<file path="config.mk">
export PLATFORM = sky130hd
export DESIGN_NAME = core_status_pointer_registers
export DESIGN_NICKNAME = d
export VERILOG_FILES = /design/src/rtl/core_regs_pkg.sv /design/src/rtl/parity_calc.sv /design/src/rtl/core_status_pointer_registers.sv
export VERILOG_INCLUDE_DIRS = /design/src /design/src/rtl
export SDC_FILE = /design/constraint.sdc
export NUM_CORES = 1
export LEC_CHECK = 0
export BUFFER_PORTS_ARGS = -buffer_cell sky130_fd_sc_hd__buf_2
export CORE_ASPECT_RATIO = 2
export CORE_MARGIN = 3
export CORE_UTILIZATION = 35
export CTS_CLUSTER_DIAMETER = 50
export DETAILED_ROUTE_END_ITERATION = 10
export SYNTH_ARGS = -nofsm -noshare
export SYNTH_HDL_FRONTEND = slang
export SYNTH_SLANG_ARGS = --single-unit
</file>
<file path="constraint.sdc">
create_clock -name clk -period 3.05 [get_ports clk]
set_clock_uncertainty 0.15 [all_clocks]
set_input_delay 0.305 -clock clk [delete_from_list [all_inputs] [get_ports clk]]
set_output_delay 0.305 -clock clk [all_outputs]
set_load 0.05 [all_outputs]
</file>
<file path="src/rtl/core_regs_params.svh">
// Offsets, field positions, reset values and bank layout of the core status and pointer registers
`ifndef CORE_REGS_PARAMS_SVH
`define CORE_REGS_PARAMS_SVH
`define ADDR_STACK_POINTER 8'h81
`define ADDR_DATA_POINTER_LOW 8'h82
`define ADDR_DATA_POINTER_HIGH 8'h83
`define ADDR_PROGRAM_STATUS_WORD 8'hD0
`define ADDR_PRIMARY_OPERAND 8'hE0
`define ADDR_SECOND_OPERAND 8'hF0
`define RST_STACK_POINTER 8'h07
`define RST_DATA_POINTER_LOW 8'h00
`define RST_DATA_POINTER_HIGH 8'h00
`define RST_PROGRAM_STATUS_WORD 8'h00
`define RST_PRIMARY_OPERAND 8'h00
`define RST_SECOND_OPERAND 8'h00
`define BIT_CARRY 3'd7
`define BIT_HALF_CARRY 3'd6
`define BIT_USER_ZERO 3'd5
`define BIT_BANK_HIGH 3'd4
`define BIT_BANK_LOW 3'd3
`define BIT_SIGNED_RANGE 3'd2
`define BIT_USER_ONE 3'd1
`define BIT_PARITY 3'd0
`define STATUS_SW_MASK 8'hFE
`define BANK_SIZE_SHIFT 3
`define BIT_ADDR_LOW_NIBBLE_MASK 8'h07
`endif

</file>
<file path="src/rtl/core_regs_pkg.sv">
// Types shared by the core status and pointer registers
`default_nettype none
package core_regs_pkg;
  // Access from the instruction datapath
  typedef struct packed {
    logic wr_byte;
    logic wr_bit;
    logic [7:0] addr;
    logic [7:0] wdata;
  } sfr_req_s;
  // Flag update from the arithmetic unit
  typedef struct packed {
    logic upd;
    logic carry;
    logic half_carry;
    logic signed_range;
  } flag_upd_s;
  // Stack operations
  typedef enum logic [1:0] {
    STK_NONE = 2'b00,
    STK_PUSH = 2'b01,
    STK_POP = 2'b10
  } stack_op_e;
endpackage
`default_nettype wire

</file>
<file path="src/rtl/parity_calc.sv">
// Even-parity generator over a byte of configurable width
`default_nettype none
module parity_calc #(
  parameter int WIDTH = 8
) (
  // Data in
  input wire logic [WIDTH-1:0] data,
  // Parity out
  output logic parity
);
  initial begin
    if (WIDTH < 1) $error("parity_calc: WIDTH must be positive");
  end
  // Bit is one when the data holds an odd number of ones
  assign parity = ^data;
endmodule
`default_nettype wire

</file>
<file path="src/rtl/core_status_pointer_registers.sv">
// Core status, pointer and operand registers of the processor
//
// Contract
// RULE_01: Unassigned addresses such as 0x97, 0xCE and 0xDF hold no register; writes are dropped and reads give zero.
// RULE_02: Software should never write a one into a reserved bit position.
// RULE_03: Any reserved bit resets to zero, with zero selecting the default behaviour.
// RULE_04: The low pointer byte is a read-write byte at 0x82 resetting to zero, lower half of the 16-bit pointer.
// RULE_05: The high pointer byte is a byte at 0x83 forming the upper half of the 16-bit pointer.
// RULE_06: The status word sits at 0xD0, resets to zero, is bit addressable, bits 7 to 1 writable, bit 0 read-only.
// RULE_07: The half-carry flag is set on a nibble carry or borrow and cleared by other arithmetic operations.
// RULE_08: The two user flags in bits 5 and 1 change only through software writes.
// RULE_09: The primary operand register is a read-write bit-addressable byte at 0xE0 resetting to zero.
// RULE_10: The second operand register is a read-write byte at 0xF0.
// RULE_11: Status bits 4 and 3 select one of four eight-byte banks at 8n to 8n+7.
// RULE_12: The stack pointer at 0x81 resets to 0x07 and a push increments before writing.
// RULE_13: Registers at addresses ending in 0x0 or 0x8 accept bit writes; the rest are byte only.
// RULE_14: Carry and signed-range flags follow the last arithmetic operation and are cleared by others.
// RULE_15: The parity bit always reflects even parity of the primary operand register.
`include "core_regs_params.svh"
`default_nettype none
module core_status_pointer_registers (
  // Clock and reset
  input wire logic clk,
  input wire logic rst_n,
  // Register access from the datapath
  input wire core_regs_pkg::sfr_req_s req,
  input wire logic [2:0] bit_sel,
  input wire logic [7:0] rd_addr,
  output logic [7:0] rd_data,
  // Arithmetic flags, operand results and stack
  input wire core_regs_pkg::flag_upd_s flags,
  input wire logic operand_load,
  input wire logic [7:0] operand_value,
  input wire logic second_load,
  input wire logic [7:0] second_value,
  input wire core_regs_pkg::stack_op_e stack_op,
  // Register contents for the datapath
  output logic [7:0] stack_pointer,
  output logic [7:0] push_addr,
  output logic [15:0] data_pointer,
  output logic [7:0] program_status_word,
  output logic [7:0] primary_operand,
  output logic [7:0] second_operand,
  output logic [4:0] bank_base
);
  import core_regs_pkg::*;

  // Architectural registers and their next values
  logic [7:0] stack_ff, nxt_stack;
  logic [7:0] ptr_lo_ff, nxt_ptr_lo;
  logic [7:0] ptr_hi_ff, nxt_ptr_hi;
  logic [7:0] status_ff, nxt_status;
  logic [7:0] operand_ff, nxt_operand;
  logic [7:0] second_ff, nxt_second;
  // Registered read port and push address
  logic [7:0] rd_ff, nxt_rd;
  logic [7:0] push_ff, nxt_push;
  // Decoded access qualifiers and the parity of the next operand
  logic bit_ok;
  logic hit_wr;
  logic parity_now;

  // Parity of the next operand value so the stored bit never lags the register
  parity_calc #(.WIDTH(8)) u_parity (
    .data(nxt_operand),
    .parity(parity_now)
  );

  // Bit writes only reach addresses with low nibble 0 or 8
  assign bit_ok = req.wr_bit && ((req.addr & `BIT_ADDR_LOW_NIBBLE_MASK) == 8'h00); // see RULE_13
  // Limitation: a refused bit strobe is dropped silently, there is no error flag for software
  assign hit_wr = req.wr_byte || bit_ok;

  // Merges a byte or bit write into a register value
  // Bit writes read the current value, so only the selected bit moves
  function automatic logic [7:0] merge(input logic [7:0] cur, input logic [7:0] wd, input logic bw,
                                       input logic [2:0] bs);
    logic [7:0] r;
    r = cur;
    if (bw) begin
      r[bs] = wd[0];
    end else begin
      r = wd;
    end
    return r;
  endfunction

  // Next state of all registers; a software write wins over a hardware update in the same cycle
  // Giving software the last word keeps a status restore exact even if a flag pulse lands with it,
  // at the price of losing that pulse
  always_comb begin
    nxt_stack = stack_ff;
    nxt_ptr_lo = ptr_lo_ff;
    nxt_ptr_hi = ptr_hi_ff;
    nxt_status = status_ff;
    nxt_operand = operand_ff;
    nxt_second = second_ff;
    // Stack pointer moves before the push data is written
    case (stack_op)
      STK_PUSH: nxt_stack = stack_ff + 8'h01; // see RULE_12
      STK_POP: nxt_stack = stack_ff - 8'h01;
      default: nxt_stack = stack_ff;
    endcase
    // Datapath results land unless software writes the same register
    if (operand_load) begin
      nxt_operand = operand_value;
    end
    if (second_load) begin
      nxt_second = second_value;
    end
    // Arithmetic flags; user flags and bank bits are left alone by hardware
    if (flags.upd) begin
      nxt_status[`BIT_CARRY] = flags.carry; // see RULE_14
      nxt_status[`BIT_SIGNED_RANGE] = flags.signed_range; // see RULE_14
      nxt_status[`BIT_HALF_CARRY] = flags.half_carry; // see RULE_07
    end
    if (hit_wr) begin
      // Only the six documented addresses decode; all others are dropped
      case (req.addr)
        `ADDR_STACK_POINTER: if (!req.wr_bit) nxt_stack = req.wdata; // see RULE_12
        `ADDR_DATA_POINTER_LOW: if (!req.wr_bit) nxt_ptr_lo = req.wdata; // see RULE_04
        `ADDR_DATA_POINTER_HIGH: if (!req.wr_bit) nxt_ptr_hi = req.wdata; // see RULE_05
        `ADDR_PROGRAM_STATUS_WORD: begin
          // Parity is read-only; bits 7 to 1 take the write, user flags only change here
          nxt_status = (merge(status_ff, req.wdata, bit_ok, bit_sel) & `STATUS_SW_MASK) |
                       (nxt_status & ~`STATUS_SW_MASK); // see RULE_06, see RULE_08
        end
        `ADDR_PRIMARY_OPERAND: nxt_operand = merge(operand_ff, req.wdata, bit_ok, bit_sel); // see RULE_09
        `ADDR_SECOND_OPERAND: nxt_second = merge(second_ff, req.wdata, bit_ok, bit_sel); // see RULE_10
        default: nxt_operand = nxt_operand; // see RULE_01
      endcase
    end
    nxt_status[`BIT_PARITY] = parity_now; // see RULE_15
  end

  // Read mux; unmapped addresses return zero
  // Reading the next values gives the post-update contents one cycle after the address
  always_comb begin
    case (rd_addr)
      `ADDR_STACK_POINTER: nxt_rd = nxt_stack;
      `ADDR_DATA_POINTER_LOW: nxt_rd = nxt_ptr_lo;
      `ADDR_DATA_POINTER_HIGH: nxt_rd = nxt_ptr_hi;
      `ADDR_PROGRAM_STATUS_WORD: nxt_rd = nxt_status;
      `ADDR_PRIMARY_OPERAND: nxt_rd = nxt_operand;
      `ADDR_SECOND_OPERAND: nxt_rd = nxt_second;
      default: nxt_rd = 8'h00; // see RULE_01
    endcase
    // Push address follows the pointer after its increment
    nxt_push = nxt_stack;
  end

  // Register stage; all control state resets to defined values
  // Parity resets to zero, which matches the zero operand it describes
  always_ff @(posedge clk) begin
    if (!rst_n) begin
      stack_ff <= `RST_STACK_POINTER; // see RULE_12
      ptr_lo_ff <= `RST_DATA_POINTER_LOW; // see RULE_04
      ptr_hi_ff <= `RST_DATA_POINTER_HIGH;
      status_ff <= `RST_PROGRAM_STATUS_WORD; // see RULE_03, see RULE_06
      operand_ff <= `RST_PRIMARY_OPERAND; // see RULE_09
      second_ff <= `RST_SECOND_OPERAND;
      rd_ff <= 8'h00;
      push_ff <= `RST_STACK_POINTER;
    end else begin
      stack_ff <= nxt_stack;
      ptr_lo_ff <= nxt_ptr_lo;
      ptr_hi_ff <= nxt_ptr_hi;
      status_ff <= nxt_status;
      operand_ff <= nxt_operand;
      second_ff <= nxt_second;
      rd_ff <= nxt_rd;
      push_ff <= nxt_push;
    end
  end

  // Outputs come straight from flip-flops
  assign stack_pointer = stack_ff;
  // Address of the byte a push just wrote
  assign push_addr = push_ff;
  assign data_pointer = {ptr_hi_ff, ptr_lo_ff}; // see RULE_04, see RULE_05
  assign program_status_word = status_ff;
  assign primary_operand = operand_ff;
  assign second_operand = second_ff;
  assign rd_data = rd_ff;
  // Bank n base is 8n inside 0x00 to 0x1F
  assign bank_base = {status_ff[`BIT_BANK_HIGH], status_ff[`BIT_BANK_LOW], 3'b000}; // see RULE_11
endmodule
`default_nettype wire

</file>
### After elaboration in Yosys (flattened, before gate mapping)

Cells that the tools add are included.

* output and inout port bits: 69
* bits in registers: 56
* word-level logic and storage cells: 62

* equality and inequality tests: 14
* reduce and logical (&&, ||, !) cells: 5
* order comparisons: 2
* bitwise operators: 1
* multiplexer cells: 31
* add/sub/neg operators: 2

Operator list (number)
* 2-to-1 mux 8 bit: 22
* equality test 8 bit, second input constant: 12
* one-hot mux 8 bit (6 select lines): 1
* bitwise mux 8 bit: 3
* one-hot mux 8 bit (2 select lines): 1
* adder 8 x 1 -> 8 bit, second input constant: 1
* zero test 8 bit: 1
* OR 8 x 1 -> 8 bit: 1
* parity 8 bit: 1
* subtractor 8 x 1 -> 8 bit, second input constant: 1
* less-than comparator 3 x 4 -> 1 bit, second input constant: 1
* demux 1 bit (select 3 bit): 1
* greater-or-equal comparator 3 x 1 -> 1 bit, second input constant: 1
* equality test 2 x 1 -> 1 bit, second input constant: 1
* equality test 2 bit, second input constant: 1
* logical AND 1 bit: 2
* 2-to-1 mux 1 bit: 2
* 2-to-1 mux 2 bit: 1
* logical OR 1 bit: 1

### Logic depth before layout (Yosys ltp)

* depth in word-level cells: 12
* depth in mapped cells: 14
* gate-level depth less buffers: 12

### Cells and area by module

Synthesis repeated with hierarchy kept, for this count alone.

* cell total of the unflattened synthesis: 478
* area, all modules: 3892.5 um2

Modules (own cells, without submodules)
* core_status_pointer_registers: instances 1, area an instance 3831.2 um2, cells each 471, seq. area each 1121.1 um2
* parity_calc: instances 1, area an instance 61.3 um2, cells each 7, seq. area each 0.0 um2

### Least setup slack after synthesis

Ideal clock, no wire load.

* path kind: input-to-reg
* start point: input stack_op[0]
* end point: register rd_ff[4] (netlist: rd_data[4])
* data arrival time: 2578 ps
* path buffers: 2
* setup slack: 203 ps
* setup time: 120 ps
* data required time: 2780 ps
* stages: 13
* path through: inv_1 ha_1 clkbuf_1 clkbuf_1 xor2_1 ha_1 and3b_1 o21ai_0 or2_2 a21oi_1 xnor2_1 a21oi_1 o31a_1

* cells in the longest elaborated chain, start to end: 6
* elaborated cells between the ends (all ways): 7

RTL lines
* start: declaration: line core_status_pointer_registers.sv:36 `input wire core_regs_pkg::stack_op_e stack_op,`
* equality test 2 bit / equality test 2 x 1 -> 1 bit (equally long branches): line core_status_pointer_registers.sv:99 `case (stack_op)`
* one-hot mux 8 bit (2 select lines) (*): line core_status_pointer_registers.sv:99
* 2-to-1 mux 8 bit: line core_status_pointer_registers.sv:120 `` `ADDR_STACK_POINTER: if (!req.wr_bit) nxt_stack = req.wdata; ``
* 2-to-1 mux 8 bit: line core_status_pointer_registers.sv:119 `case (req.addr)`
* 2-to-1 mux 8 bit (*): line core_status_pointer_registers.sv:117 `if (hit_wr) begin`
* one-hot mux 8 bit (6 select lines) (*): line core_status_pointer_registers.sv:139 `case (rd_addr)`
* end signal: assignment: line core_status_pointer_registers.sv:171 `rd_ff <= nxt_rd;`
* end: declaration: line core_status_pointer_registers.sv:56 `logic [7:0] rd_ff, nxt_rd;`

Every way passes the cells marked *; elsewhere a longest branch is shown, timed or not.
A chain may end at the register's enable or synchronous reset.

### Worst setup path after layout

* start point: input req[9] (netlist name)
* end point: register rd_ff[0] (netlist: rd_data[0])

* cells in the longest elaborated chain, start to end: 7
* elaborated cells between the ends (all ways): 22

RTL lines
* start: declaration: line core_status_pointer_registers.sv:26 `input wire core_regs_pkg::sfr_req_s req,`
* zero test 8 bit: line core_status_pointer_registers.sv:70 `` assign bit_ok = req.wr_bit && ((req.addr & `BIT_ADDR_LOW_NIBBLE_MASK) == 8'h00); ``
* logical AND 1 bit: line core_status_pointer_registers.sv:70
* 2-to-1 mux 8 bit: line core_status_pointer_registers.sv:80 `if (bw) begin`
* 2-to-1 mux 8 bit: line core_status_pointer_registers.sv:119
* 2-to-1 mux 8 bit: line core_status_pointer_registers.sv:117
* parity 8 bit: line parity_calc.sv:15 `assign parity = ^data;`
* one-hot mux 8 bit (6 select lines) (*): line core_status_pointer_registers.sv:139

Marked as above.

==> flow_summary_export.csv <==
group,metric,value,unit
synth,yosysSeqAreaShare,29.55,%
place,numPortBuffers,120,
layout,layout_common_cells,"buf_2 (120), nand2_1 (71), dfxtp_1 (56)",
routing,wirelength,13910,um
sta,finalSetupViolCount,0,
sta,final.setup.tns,0,ns
sta,fin_crit_sh,87.71,%
synth,synth-main-ff-cell,"dfxtp_1",
routing,routedWlPerCell,18.72,um
sta,rsz0062_at_grt,"false",
clocking,cts_buffers,5,
synth,syn_area_per_cell,7.557,sq um
grt,grt.total_usage,23.06,%
layout,seqCellArea,1121,sq um
routing,antenna_left,0,
routing,detail_route.first_pass.iterations,5,
floorplanning,die_y,153.2,um
layout,syn_to_final_growth,21.54,%
layout,num_antenna_cells,0,
power_and_ir_drop,cell_internal_pwr,1.279,mW
clocking,cts-root-buf,"clkbuf_16",
worst_setup_path,crit_type,"in -> reg",
power_and_ir_drop,swShare,37.95,%
grt,grt_max_degree,38,
synth,syn_inst,502,
grt,grt_pass1_wl,21550,um
routing,route.detailed.drc,0,
grt,grt-ovfl-total,0,
hold_path,hold_path.class,"in -> reg",
synth,netlist_area,3794,sq um
clocking,cts_buffer_depth,2,
sta,drv_slew,0,
synth,synthArstFlopShare,0,%
layout,fin_util,43.73,%
synth,synth_edf_count,0,
power_and_ir_drop,combPwrFrac,31.7,%
power_and_ir_drop,power_density,447.2,nW/um^2
synth,ys_warn_count,0,
outcome,outcome,"complete, no violations",
grt,use_met1,24.59,%
grt,antenna_found_initial,0,
floorplanning,design.portCount,124,
routing,vias,4030,
grt,grt.busiest_layer,"met2",
clocking,postCtsSetupRepairBufs,0,
place,place_hpwl,10940,um
worst_setup_path,required,3.10,ns
synth,yosys_register_bits,56,
power_and_ir_drop,leakagePower,2.051,nW
synth,synth_area_leaders,"dfxtp_1 (30%), nand2_1 (7.0%), a21oi_1 (5.4%)",
layout,fillers,1097,
floorplanning,row_count,53,
clocking,htreeDepth,2,
clocking,clkSinkCount,56,
layout,final_common_cell,"buf_2",
synth,synth_top_area_cell,"dfxtp_1",
worst_setup_path,worstPathMaxFanout,12,
clocking,cts_tree,"yes",
clocking,clk_pin_slew,0.08,ns
place,gp_congestion,0.9315,
sta,worst_slew_pin_slew,0.7422,ns
clocking,clk_latency,0.30,ns
place,place_ws,0.1226,ns
worst_setup_path,endpoint_kind,"flip-flop",
job,cap_violations,0,
sta,min_period,2.675,ns
sta,hold_viol_final,0,
sta,relSlewSlack,50.45,%
grt,met3_usage,1.769,%
clocking,postCtsHoldBufs,0,
power_and_ir_drop,peakVddDrop,0.2307,mV
sta,fin_ws,0.3749,ns
layout,drive_gt1_share,28.55,%
worst_setup_path,ff2ff_setup_slack,0.52,ns
layout,nets,663,
floorplanning,initial_core_util,35.98,%
floorplanning,dieArea,12200,sq um
layout,multi_input_area,2392,sq um
power_and_ir_drop,clkPwrFrac,28.7,%
routing,viasPerCell,5.424,
worst_setup_path,start_kind,"input pin",
floorplanning,coreArea,10540,sq um
worst_setup_path,worstPathArrival,2.73,ns
power_and_ir_drop,pwr-share-seq,39.6,%
grt,grt_use_met2,42.80,%
synth,synth_top_cell_area_share,29.55,%
grt,grt_pass1_vias,3922,
floorplanning,dieWidth,79.62,um
sta,fmax,373.8,MHz
power_and_ir_drop,p_sw,0.7825,mW
clocking,cts_resized,0,
sta,hold_ws,0.1746,ns
routing,drt_iter0_drc,171,
synth,yosysUniqueCellTypes,69,
## per-stage QoR
stage,area [sq um],instances,total power [mW]
2_1_floorplan,3801,504,1.317
3_3_place_gp,4466,735,1.479
3_5_place_dp,4466,735,1.485
4_1_cts,4611,743,2.075
5_1_grt,4611,743,2.155
6_report,4611,743,2.062
## cell type report
| class | instances | area share [%] |
|---|---|---|
| sequential | 56 | 24.31 |
| multi-input combinational | 392 | 51.89 |
| clock inverter | 2 | 0.3528 |
| tap | 137 | 3.718 |
| clock buffer | 6 | 2.795 |
| timing repair buffer | 138 | 15.96 |
| inverter | 12 | 0.9769 |
## routing by layer
layer,vias up,wire length (um),part of all wire (%)
met3,39,628,4.5
li1,1968,-,-
met4,0,719,5.2
met1,1864,5019,36
met5,-,0,0
met2,159,7542,54
## final timing paths
kind | start | endpoint | depth (start not counted)
worst max register to register | push_addr[1]$_SDFF_PN1_ | rd_data[4]$_SDFF_PN0_ | 9
worst min register to register | ptr_lo_ff[5]$_SDFF_PN0_ | ptr_lo_ff[5]$_SDFF_PN0_ | 2
worst max-delay path | req[9] | rd_data[0]$_SDFF_PN0_ | 10
worst min-delay path | req[2] | ptr_hi_ff[2]$_SDFF_PN0_ | 3
## registers in the layout, summed over array words and instances, names as in the netlist
| signal | cells |
|---|---|
| program_status_word | 8 |
| ptr_hi_ff | 8 |
| primary_operand | 8 |
| ptr_lo_ff | 8 |
| second_operand | 8 |
| rd_data | 8 |
| push_addr | 8 |
## synth_stat cells, drive strengths merged (7+ instances only)
library cell,number
dfxtp,56
a21oi,41
inv,12
buf,20
nor2,51
and2,12
nand2b,7
nand2,71
o21a,8
clkbuf,24
nand3,14
nor3,10
o21ai,40
a211oi,7
mux2i,20
a31oi,9
xnor2,12
## worst max-delay path: stages
cell and delay, ns:
buf_2 0.18, nor3b_2 0.23, o2111ai_2 0.35, buf_4 0.31
mux2i_1 0.13, a211oi_2 0.32, xor2_1 0.22, xnor2_1 0.19
xnor2_1 0.15, o41ai_2 0.33
## power groups by stage
stage               registers (mW)  logic [mW]  clock network (mW)
floorplan                    0.947       0.371                   0
global placement             0.833       0.646                   0
detailed placement           0.835       0.650                   0
CTS                          0.817       0.654               0.604
global route                 0.825       0.698               0.632
finish                       0.816       0.654               0.592
## cell families after synthesis
family                   synth area share, %
multiplexers                           6.167
flip-flops                             29.55
buffers and inverters                  7.750
other                                0.09885
adder cells (fa/ha/maj)               0.9896
AND/OR/NAND/NOR                        27.24
XOR/XNOR                               4.123
AO/OA/AOI/OAI                          24.08
(Power assumes the default switching activity.)
